### config.mk
export PLATFORM = sky130hd
export DESIGN_NAME = pss_status_word
export DESIGN_NICKNAME = d
export VERILOG_FILES = /design/src/shared/pss_pkg.sv /design/src/rtl/pss_flag_bit.sv /design/src/rtl/pss_status_word.sv
export SDC_FILE = /design/constraint.sdc
export NUM_CORES = 1
export LEC_CHECK = 0
export BUFFER_PORTS_ARGS = -buffer_cell sky130_fd_sc_hd__buf_2
export CORE_UTILIZATION = 33
export CTS_BUF_LIST = sky130_fd_sc_hd__clkbuf_16
export DETAILED_ROUTE_END_ITERATION = 10
export HOLD_SLACK_MARGIN = 0.1
export MAX_ROUTING_LAYER = met4
export PLACE_DENSITY = 0.71
export SETUP_SLACK_MARGIN = 0.3
export SYNTH_ARGS = -nofsm -noshare
export SYNTH_HDL_FRONTEND = slang
export SYNTH_SLANG_ARGS = --single-unit
### constraint.sdc
create_clock -name clk_sys -period 0.8 [get_ports clk_sys]
set_clock_uncertainty 0.05 [all_clocks]
set_input_delay 0 -clock clk_sys [delete_from_list [all_inputs] [get_ports clk_sys]]
set_output_delay 0 -clock clk_sys [all_outputs]
set_load 0.005 [all_outputs]
### src/shared/pss_pkg.sv
`default_nettype none
package pss_pkg;

  // Hub operating modes
  typedef enum logic [1:0] {
    PSS_HUB_NON_INTRUSIVE = 2'h0,
    PSS_HUB_INTRUSIVE     = 2'h1,
    PSS_HUB_HYBRID        = 2'h3
  } pss_hub_mode_t;

  // Port operation mode encodings
  typedef enum logic [2:0] {
    PSS_OPM_NO_CONSUMER = 3'h0,
    PSS_OPM_LEGACY      = 3'h1,
    PSS_OPM_BATTERY_CHG = 3'h2,
    PSS_OPM_POWER_DLV   = 3'h3
  } pss_opm_t;

  // Bit positions in the status word
  localparam int PSS_BIT_SUPPLY_CHG = 1;
  localparam int PSS_BIT_OPM_CHG    = 2;
  localparam int PSS_BIT_LEVEL_CHG  = 4;
  localparam int PSS_BIT_DIR_CHG    = 5;
  localparam int PSS_BIT_HYBRID_REQ = 11;
  localparam int PSS_BIT_SWAP_DONE  = 12;
  localparam int PSS_BIT_VENDOR_MSG = 13;
  localparam int PSS_BIT_RSVD14     = 14;
  localparam int PSS_BIT_ERROR      = 15;
  localparam int PSS_BIT_SUPPLY     = 16;
  localparam int PSS_BIT_OPM_LO     = 17;
  localparam int PSS_BIT_OPM_HI     = 19;
  localparam int PSS_NUM_FLAGS      = 5;

  // Reset values
  localparam logic [PSS_NUM_FLAGS-1:0] PSS_FLAGS_RST  = 5'h00;
  localparam logic                     PSS_SUPPLY_RST = 1'h0;
  localparam pss_opm_t                 PSS_OPM_RST    = PSS_OPM_NO_CONSUMER;

  // Hub events for the flag group
  typedef struct packed {
    logic hybrid_req;
    logic swap_done;
    logic vendor_msg;
    logic error;
  } pss_events_t;

  // Status word section for bits 11..19
  typedef struct packed {
    pss_opm_t opm;
    logic     supply;
    logic     error;
    logic     rsvd14;
    logic     vendor_msg;
    logic     swap_done;
    logic     hybrid_req;
  } pss_word_t;

endpackage : pss_pkg
`default_nettype wire

### src/rtl/pss_flag_bit.sv
`timescale 1ns/1ns
`default_nettype none
module pss_flag_bit
  import pss_pkg::*;
(
  input  wire logic clk_sys,
  input  wire logic rst_n,
  input  wire logic set_evt,
  input  wire logic clr_ack,
  output logic      flag
);

  logic flag_ff;
  logic nxt_flag;

  // Set beats clear in the same cycle
  assign nxt_flag = set_evt | (flag_ff & ~clr_ack);
  assign flag     = flag_ff;

  always_ff @(posedge clk_sys or negedge rst_n)
  begin
    if (!rst_n)
      flag_ff <= 1'b0;
    else
      flag_ff <= nxt_flag;
  end

endmodule : pss_flag_bit
`default_nettype wire

### src/rtl/pss_status_word.sv
`timescale 1ns/1ns
`default_nettype none
// Summary of operation
// Hybrid-request flag bit 11 sets only in hybrid mode, else cleared.
// While hybrid flag set, bits 4 and 5 carry intrusive-mode meaning.
// Bit 12 sets when a requested power role swap finishes, any outcome.
// Software judges swap success from the power direction bit.
// Bit 13 sets on vendor message; software then fetches it by command.
// Reserved bit 14 always reads zero.
// Bit 15 sets on an unidentified port error.
// Bit 16 copies supply type from partner capabilities; zero means none.
// Bits 17-19 encode mode: none, legacy, battery charging, power delivery.
// Mode and supply fields show current values when change bits 2, 1 set; here the change pulses come one cycle before the fields update.
// Bit 5 means direction changed, or partner swap request when intrusive.
// Change flags 12, 13, 15 stay set until software acknowledges them; 11 also clears outside hybrid mode.
module pss_status_word
  import pss_pkg::*;
(
  input  wire logic          clk_sys,
  input  wire logic          resetn,
  input  wire pss_hub_mode_t hub_mode,
  input  wire logic          hybrid_req_evt,
  input  wire logic          swap_done_evt,
  input  wire logic          vendor_msg_evt,
  input  wire logic          error_evt,
  input  wire logic          cap_supply_bit,
  input  wire logic          cap_valid,
  input  wire pss_opm_t      port_opm,
  input  wire logic          level_chg_evt,
  input  wire logic          dir_chg_evt,
  input  wire logic [4:0]    ack_flags,
  output logic [19:11]       status_word,
  output logic               level_chg_intrusive,
  output logic               dir_chg_swap_request,
  output logic               supply_chg_evt,
  output logic               opm_chg_evt
);


  // Reset release synchroniser
  logic        rst_sync1_ff;
  logic        rst_sync2_ff;
  logic        rst_n;

  // Supply and mode field registers
  logic        supply_ff;
  logic        nxt_supply;
  pss_opm_t    opm_ff;
  pss_opm_t    nxt_opm;
  logic        supply_differs;
  logic        opm_differs;

  // Sticky change flags
  logic [4:0]  flag_set;
  logic [4:0]  flag_clr;
  // Bit 3 is held clear
  logic [4:0]  flag_q;

  // Mode decode and word assembly
  logic        mode_hybrid;
  logic        mode_intrusive;
  logic        intrusive_view;
  pss_word_t   word;

  // Mode compare used by several decodes
  function automatic logic mode_is
  (
    input pss_hub_mode_t cur,
    input pss_hub_mode_t want
  );
    return (cur == want);
  endfunction : mode_is

  // Reset release, first stage
  always_ff @(posedge clk_sys or negedge resetn)
  begin
    if (!resetn)
    begin
      rst_sync1_ff <= 1'b0;
    end
    else
    begin
      rst_sync1_ff <= 1'b1;
    end
  end

  // Second stage only reads the first
  always_ff @(posedge clk_sys or negedge resetn)
  begin
    if (!resetn)
    begin
      rst_sync2_ff <= 1'b0;
    end
    else
    begin
      rst_sync2_ff <= rst_sync1_ff;
    end
  end

  // Internal reset copy
  assign rst_n = rst_sync2_ff;

  // Hub mode decode
  // Unused encoding decodes as neither
  assign mode_hybrid    = mode_is(hub_mode, PSS_HUB_HYBRID);
  assign mode_intrusive = mode_is(hub_mode, PSS_HUB_INTRUSIVE);

  // Hybrid flag gated by mode
  assign flag_set[0] = hybrid_req_evt & mode_hybrid;
  // Cleared outside hybrid mode
  assign flag_clr[0] = ack_flags[0] | ~mode_hybrid;

  // Swap completion flag
  assign flag_set[1] = swap_done_evt;
  assign flag_clr[1] = ack_flags[1];

  // Vendor message flag
  assign flag_set[2] = vendor_msg_evt;
  assign flag_clr[2] = ack_flags[2];

  // Reserved never set
  // Cell kept for uniform indexing
  assign flag_set[3] = 1'b0;
  assign flag_clr[3] = 1'b1;

  // Error flag
  assign flag_set[4] = error_evt;
  assign flag_clr[4] = ack_flags[4];

  // Sticky flags until acknowledged
  // Set beats clear in each cell
  genvar gi;
  generate
    for (gi = 0; gi < PSS_NUM_FLAGS; gi++)
    begin : g_flag
      pss_flag_bit u_flag
      (
        .clk_sys (clk_sys),
        .rst_n   (rst_n),
        .set_evt (flag_set[gi]),
        .clr_ack (flag_clr[gi]),
        .flag    (flag_q[gi])
      );
    end
  endgenerate

  // Supply copied from capabilities
  assign nxt_supply = cap_valid ? cap_supply_bit : supply_ff;

  // Mode follows the port each cycle
  assign nxt_opm = port_opm;

  // Supply field register
  always_ff @(posedge clk_sys or negedge rst_n)
  begin
    if (!rst_n)
    begin
      supply_ff <= PSS_SUPPLY_RST;
    end
    else
    begin
      supply_ff <= nxt_supply;
    end
  end

  // Mode field register
  always_ff @(posedge clk_sys or negedge rst_n)
  begin
    if (!rst_n)
    begin
      opm_ff <= PSS_OPM_RST;
    end
    else
    begin
      opm_ff <= nxt_opm;
    end
  end

  // Field update detection
  assign supply_differs = (nxt_supply != supply_ff);
  assign opm_differs    = (nxt_opm != opm_ff);

  // Change pulses held off in reset
  assign supply_chg_evt = rst_n & supply_differs;
  assign opm_chg_evt    = rst_n & opm_differs;

  // Intrusive reading of bits 4,5
  assign intrusive_view      = flag_q[0] | mode_intrusive;
  assign level_chg_intrusive = level_chg_evt & intrusive_view;

  // Bit 5 meaning select
  assign dir_chg_swap_request = dir_chg_evt & intrusive_view;

  // Hybrid request bit
  assign word.hybrid_req = flag_q[0];

  // Swap done bit
  assign word.swap_done  = flag_q[1];

  // Vendor message bit
  assign word.vendor_msg = flag_q[2];

  // Reserved bit zero
  assign word.rsvd14     = 1'b0;

  // Error bit
  assign word.error      = flag_q[4];

  // Supply bit
  assign word.supply     = supply_ff;

  // Mode field
  assign word.opm        = opm_ff;

  // Word section out
  assign status_word = word;

endmodule : pss_status_word
`default_nettype wire

### Word level (Yosys, flattened, before mapping)

Index checks and enable logic that the tools add are counted.

| storage, ports and cells | value |
|---|---|
| register bits after elaboration | 10 |
| input port bits | 20 |
| output and inout bits | 13 |
| logic and storage cells | 33 |

| operators by class | value |
|---|---|
| eq/ne operators | 4 |
| mux-type cells | 1 |
| bitwise logic cells | 20 |

Operators with widths:

| kind | count |
|---|---|
| bitwise AND 1 bit | 9 |
| bitwise OR 1 bit | 6 |
| inverter 1 bit | 5 |
| != test 3 bit | 1 |
| equality test 2 x 1 -> 1 bit, second input constant | 1 |
| equality test 2 bit, second input constant | 1 |
| 2-to-1 mux 1 bit | 1 |
| != test 1 bit | 1 |

### Logic depth before layout (Yosys ltp)

Gate-level depths: netlist of run 1.

| depth | value |
|---|---|
| depth in word-level cells | 6 |
| depth in mapped cells | 2 |
| gate-level depth less buffers | 2 |

### Cells and area by module

From an unflattened synthesis of run 1, not the netlist that was laid out.

| unflattened totals | value |
|---|---|
| cells, all modules | 34 |
| area, all modules | 414.1 µm² |

Modules (own cells, without submodules):

| module | instances | cells an instance | area each (µm²) | seq. area each (µm²) |
|---|---|---|---|---|
| pss_status_word | 1 | 22 | 269.0 | 150.1 |
| pss_flag_bit | 4 | 3 | 36.3 | 25.0 |

### Worst setup path after synthesis of run 1

Ideal clock, no wire load.

| timing path | value |
|---|---|
| path kind | register to output |
| from | reg opm_ff[2] |
| to | out opm_chg_evt |
| arrival time | 0.832 ns |
| data required time | 0.750 ns |
| slack | -0.082 ns |
| cell stages (with the launch flop) | 3 |
| buffers on the path | 0 |
| cells stage by stage | dfrtp_1 > xor2_1 > o31a_1 |

| on the way | value |
|---|---|
| longest elaborated chain between the ends | 2 |

Ends and longest elaborated chain:

| element | RTL line | source |
|---|---|---|
| start, declared | pss_status_word.sv:48 | `pss_opm_t opm_ff;` |
| start signal, assigned | pss_status_word.sv:175 | `opm_ff <= nxt_opm;` |
| != test 3 bit | pss_status_word.sv:181 | `assign opm_differs = (nxt_opm != opm_ff);` |
| bitwise AND 1 bit | pss_status_word.sv:185 | `assign opm_chg_evt = rst_n & opm_differs;` |
| end, declared | pss_status_word.sv:36 | `output logic opm_chg_evt` |

Every way passes these cells.

### Worst setup path after layout of run 1

| timing path | value |
|---|---|
| from | reg opm_ff[1] |
| to | out opm_chg_evt |

Same word-level chain as after synthesis.

==> results of run 1 <==
## cell usage after synthesis (all sizes together)
library cell | number | area (um2)
buf | 6 | 45.0
mux2 | 1 | 11.3
dfrtp | 10 | 250
xor2 | 4 | 35.0
o21a | 2 | 15.0
o211a | 1 | 10.0
nor2b | 2 | 12.5
and3 | 1 | 6.26
conb | 2 | 7.51
inv | 3 | 11.3
o31a | 1 | 8.76
a21o | 3 | 22.5
## where the power goes
| group | switching (mW) | internal, mW | leakage [nW] |
|---|---|---|---|
| logic | 0.0648 | 0.107 | 0.237 |
| registers | 0.0194 | 0.539 | 0.115 |
| clock network | 0.226 | 0.654 | 0.0423 |
## through the flow
step | area, um2 | setup WS (ps)
after floorplan | 452 | -65.1
after global placement | 582 | -159
after detailed placement | 582 | -178
after CTS | 681 | -418
after global routing | 692 | -457
final | 692 | -407
## what timing repair did
item | in CTS | in global routing
pin swaps | 1 | 0
setup endpoints to repair | 18 | 18
setup buffers | 0 | 1
hold endpoints to repair | 10 | 10
resized for setup | 2 | 1
gates cloned | 0 | 0
## routing by layer
metal	up-vias	routed length [um]	global-route usage, %
met2	22	421	25.4
li1	172	-	-
met1	157	334	16.4
met4	0	28	16.1
met5	-	0	-
met3	4	76	5.23
## flip-flops by register name, indices dropped and copies added, names as in the netlist
name                flops
supply_ff               1
opm_ff                  3
rst_n                   1
g_flag.u_flag.flag      4
rst_sync1_ff            1
## cells by family (layout without fill, tap and decap cells)
family / Yosys count / after routing
compound gates: 7 / 7
xor+xnor: 4 / 4
flops: 10 / 10
mux: 1 / 1
simple gates: 3 / 3
other cells: 2 / 2
buf+inv: 9 / 42
## layout make-up
| class | instances | area (um2) |
|---|---|---|
| Fill cell | 104 | 479 |
| Sequential cell | 10 | 251 |
| Timing Repair Buffer | 35 | 204 |
| Multi-Input combinational cell | 17 | 129 |
| Clock buffer | 3 | 75.1 |
| Tap cell | 14 | 17.5 |
| Inverter | 3 | 11.3 |
| Clock inverter | 1 | 3.75 |
## path summary, 6_finish.rpt
kind	from	endpoint	slack, ps	cells after the start
worst max-delay path	opm_ff[1]	opm_chg_evt	-410	3
worst min-delay path	port_opm[1]	opm_ff[1]	-160	1
worst max register to register	g_flag[0].u_flag.flag	g_flag[0].u_flag.flag	-80	2
worst min register to register	rst_n	opm_ff[1]	140	1
max in group asynchronous	rst_n	g_flag[2].u_flag.flag	440	1
min in group asynchronous	resetn	rst_n	50	2
==> results.toml, run 1 <==
[outcome]
status = "finished with violations"
failed_checks = "negative hold slack, negative setup slack"

[cells_and_area]
final_cell_mix = "buf_2, dfrtp_1, xor2_1, inv_1"
antennaDiodeCount = 0
syn_to_final_growth_pct = 58.9
final_core_util_pct = 59.1
drive_gt1_share_pct = 56.5
mostFrequentLayoutCell = "buf_2"
final_nets = 90
finalNonFillerCells = 83

[critical_path]
end_kind = "output port"
cp_top_family = "flip-flops"
cp.required_ps = 750
cpMaxStageDelayCell = "dfrtp_1"
cp_cell_sequence = "xor2_1 > o31a_1 > buf_2"
critPathLaunchType = "register"
path_buf_inv = 1
cpPeakStageDelay_ps = 380
cp_max_fo = 2
crit_type = "register to output port"
cp.arrival_ps = 1160

[synthesis]
synth-simple-area-share_pct = 4.31
synth-xor-area-share_pct = 8.05
syn_nets = 56
synth_warnings = 0
synth-compound-area-share_pct = 12.9
ys_ff_latch = 10
synth_cells = 36
synth_area_um2 = 435
yosys.area_share.adder_pct = 0
synth.distinct_cells = 12
synthMuxAreaShare_pct = 2.59
avgSynthCellArea_um2 = 12.1
ys_seq_area_share_pct = 57.5
synth_top_family_by_area = "compound AO/OA/AOI/OAI gates"

[global_route]
antenna_found_initial = 0
grt_max_degree = 7
grt_pass1_vias = 347
grt_use_total_pct = 16.6
grt_pass1_wl_um = 1460
gr-total-overflow = 0

[timing]
period_minus_slack_ps = 1210
rsz0062_at_grt = "yes"
finalHoldViolations = 8
whs_ps = -158
period_share_pct = 151
fin_setup_tns_ps = -1510
setup_ws_ps = -407
finalSetupViolations = 9
fmax_mhz = 829
slew_violations = 0

[floorplan]
die_area_mm2 = 0.00147
io_pins = 33
core_area_mm2 = 0.00117
placementRows = 12
start_util_pct = 37.2
die_w_um = 38.3
die_h_um = 38.3

[placement]
place_congestion = 0.641
dp_hpwl_um = 652
dp_cells = 77
place.port_buffers = 30

[detailed_routing]
drc = 0
drt_wl_total_um = 862
drt_first_pass_iters = 4
routed_via_density = 4.28
ant_nets = 0
drt_iter0_markers = 5
vias = 355
post_drt_wl_per_cell_um = 10.4

[power]
power.total_mw = 1.61
power.density_mw_per_mm2 = 2330
ir_worst_vdd_mv = 1.41
power_leakage_nw = 0.394

[clock_network]
cts-root-buf = "clkbuf_16"
clkTransAtPathRegs_ps = 40
cts.sinks = 10
clk_latency_ps = 240
cts_hold_buf = 1
tritoncts = "yes"
tritoncts.num_buffers = 3
htree_levels = 1
clk_path_buf_depth = 2

[flow_run]
maxCapViolCount = 0

[worst_hold_path]
hp-class = "input pin to register"
No activity file was read; power rests on OpenSTA's default activity.
==> run 2, diff against run 1 <==
- CORE_AREA: not set -> 2 2 39 41
- CORE_UTILIZATION: 33 -> not set
- DIE_AREA: not set -> 0 0 41 43
- PLACE_DENSITY: 0.71 -> 0.69
- SYNTH_HIERARCHICAL: not set -> 1
==> run 2 against run 1 <==
Against the previous run:
- sequential share of layout area decreased by 4.2 points
- count of clock-buffer cells in the layout unchanged
- combinational power increased by 37%
- critical endpoint unchanged
- first-iteration DRC count decreased by 60%
- sequential cell count unchanged
- register-to-register slack got worse by 150 ps
- core utilization decreased by 2.6 points
- the flow still finishes with violations (negative hold slack, negative setup slack)
- synthesized cell count decreased by 5.6%
- routed wire length increased by 14%
- area after synthesis decreased by 4.9%
- cell count increased by 12%
==> results.toml, run 2 <==
[outcome]
status = "finished with violations"
failed_checks = "negative hold slack, negative setup slack"

[floorplan]
core_area_mm2 = 0.00138
die_area_mm2 = 0.00176
die_w_um = 41
io_pins = 33
die_h_um = 43
placementRows = 14
start_util_pct = 29.9

[global_route]
grt_pass1_vias = 360
gr-total-overflow = 0
grt_pass1_wl_um = 1330
grt_use_total_pct = 11.9
antenna_found_initial = 0
grt_max_degree = 7

[placement]
place_congestion = 0.598
place.port_buffers = 30
postPlaceCellArea_um2 = 586
dp_hpwl_um = 719

[synthesis]
synth_warnings = 6
synth_area_um2 = 414
synth.distinct_cells = 12
ys_seq_area_share_pct = 60.4
ys_top_cells_by_area = "dfrtp_1, xor2_1, a21o_1"
async_reset_ff_share_pct = 100
synth_top_area_share_pct = 60.4
ys_ff_latch = 10
syn_nets = 54
synth_flop_cell = "dfrtp_1"
synth_common_cells = "dfrtp_1, a21o_1, inv_1, xor2_1"
avgSynthCellArea_um2 = 12.2
yosys.area.top_type = "dfrtp_1"
synth_cells = 34
yosysMostFrequentCell = "dfrtp_1"
synth_edf_count = 0

[timing]
slew_violations = 0
whs_ps = -148
period_share_pct = 152
setup_ws_ps = -420
finalHoldViolations = 7
period_minus_slack_ps = 1220
fmax_mhz = 820
finalSetupViolations = 10
rsz0062_at_grt = "yes"

[critical_path]
cp.required_ps = 750
path_buf_inv = 1
cp_top_family = "flip-flops"
crit_type = "register to output port"
cpMaxStageDelayCell = "dfrtp_1"
cp_max_fo = 2
cpPeakStageDelay_ps = 390
end_kind = "output port"
critPathLaunchType = "register"
cp_cell_sequence = "xor2_1 > o31a_1 > buf_2"
cp.arrival_ps = 1170

[clock_network]
cts.sinks = 10
htree_levels = 1
cts-root-buf = "clkbuf_16"
tritoncts = "yes"
clkTransAtPathRegs_ps = 40
tritoncts.num_buffers = 3
clk_path_buf_depth = 2
clk_latency_ps = 230
cts_hold_buf = 1

[power]
power.density_mw_per_mm2 = 2140
clock_power_share_pct = 52.6
power_leakage_nw = 0.442
intPower_mw = 1.35
combPwrFrac_pct = 14.1
p_sw_mw = 0.326
power.total_mw = 1.68
ir_worst_vdd_mv = 1.92
seqPwrFrac_pct = 33.4
power.share.switching_pct = 19.5

[detailed_routing]
routed_via_density = 4.33
drt_wl_total_um = 981
drt_iter0_markers = 2
drc = 0
ant_nets = 0
post_drt_wl_per_cell_um = 10.5
drt_first_pass_iters = 3
vias = 403

[cells_and_area]
final_cell_mix = "buf_2, buf_6, dfrtp_1"
final_nets = 98
largest_reg_flops = 4
mostFrequentLayoutCell = "buf_2"
stdcell_area_um2 = 782
antennaDiodeCount = 0
syn_to_final_growth_pct = 88.8
drive_gt1_share_pct = 58.4

[worst_hold_path]
hp-class = "input pin to register"

[flow_run]
maxCapViolCount = 0
[run 2: cell count changes in the layout (fill, tap and decap cells not counted), sizes merged]
| cell | before | now |
|---|---|---|
| nand3b | 0 | 1 |
| buf | 34 | 40 |
| and3 | 1 | 2 |
| clkinv | 0 | 1 |
| o211a | 1 | 0 |
| a21o | 3 | 4 |
| nor2b | 2 | 1 |
[run 2: power by group through the flow]
stage	clock, mW	combinational (mW)	sequential, mW
detailed placement	0	0.162	0.566
global placement	0	0.159	0.564
CTS	0.891	0.214	0.559
global route	0.931	0.260	0.562
finish	0.881	0.235	0.559
floorplan	0	0.0659	0.572
[run 2: cells by family (layout without fill, tap and decap cells)]
group,after synthesis,after routing,share of synthesized area (%)
simple gates,4,4,6.35
mux,1,1,2.72
other cells,2,2,1.81
compound gates,7,7,13.0
buf+inv,6,49,7.25
flops,10,10,60.4
xor+xnor,4,4,8.46
[run 2: timing repair]
action,CTS,global route
resized for setup,7,3
endpoints found under the setup margin,18,18
setup buffers,5,3
pin swaps,3,0
endpoints found under the hold margin,10,10
[run 2: per-layer routing]
metal	routed length [um]	GRT usage (%)	vias to the layer above
met5	0	-	-
met4	0	4.00	0
met3	87	3.14	0
met2	563	21.6	22
met1	330	11.1	191
li1	-	-	190
[run 2: final cells by class]
class	count	area, um2
fill	125	602
multi-input combinational	18	134
sequential	10	251
clock buffer	3	75.1
timing repair buffer	41	283
inverter	4	15.0
tap	16	20.0
clock inverter	1	3.75
[run 2: final timing paths]
kind | start | depth (start not counted) | endpoint | slack, ps
setup reg to reg | supply_ff | 3 | supply_ff | -230
max in group asynchronous | rst_n | 1 | opm_ff[2] | 440
min in group asynchronous | resetn | 2 | rst_n | 30
setup / recovery | opm_ff[0] | 3 | opm_chg_evt | -420
hold reg to reg | rst_n | 1 | opm_ff[0] | 140
hold / removal | port_opm[1] | 1 | opm_ff[1] | -150
[run 2: worst reg2reg max path: cells and delay by family (launching register included)]
kind / cells / cell delay (ps)
flip-flops: 1 / 390
buffers and inverters: 2 / 220
multiplexers: 1 / 250
[run 2: stage by stage]
| stage | utilization (%) | TNS [ps] | cells | worst slack, ps | hold WS, ps |
|---|---|---|---|---|---|
| 5_1_grt | 56.5 | -2440 | 93 | -448 | -154 |
| 6_report | 56.5 | -2150 | 93 | -420 | -148 |
| 3_5_place_dp | 42.3 | -226 | 80 | -176 | -260 |
| 3_3_place_gp | 42.3 | -167 | 80 | -145 | -262 |
| 4_1_cts | 54.1 | -1700 | 90 | -411 | -150 |
| 2_1_floorplan | - | -76.3 | 34 | -65.1 | -346 |
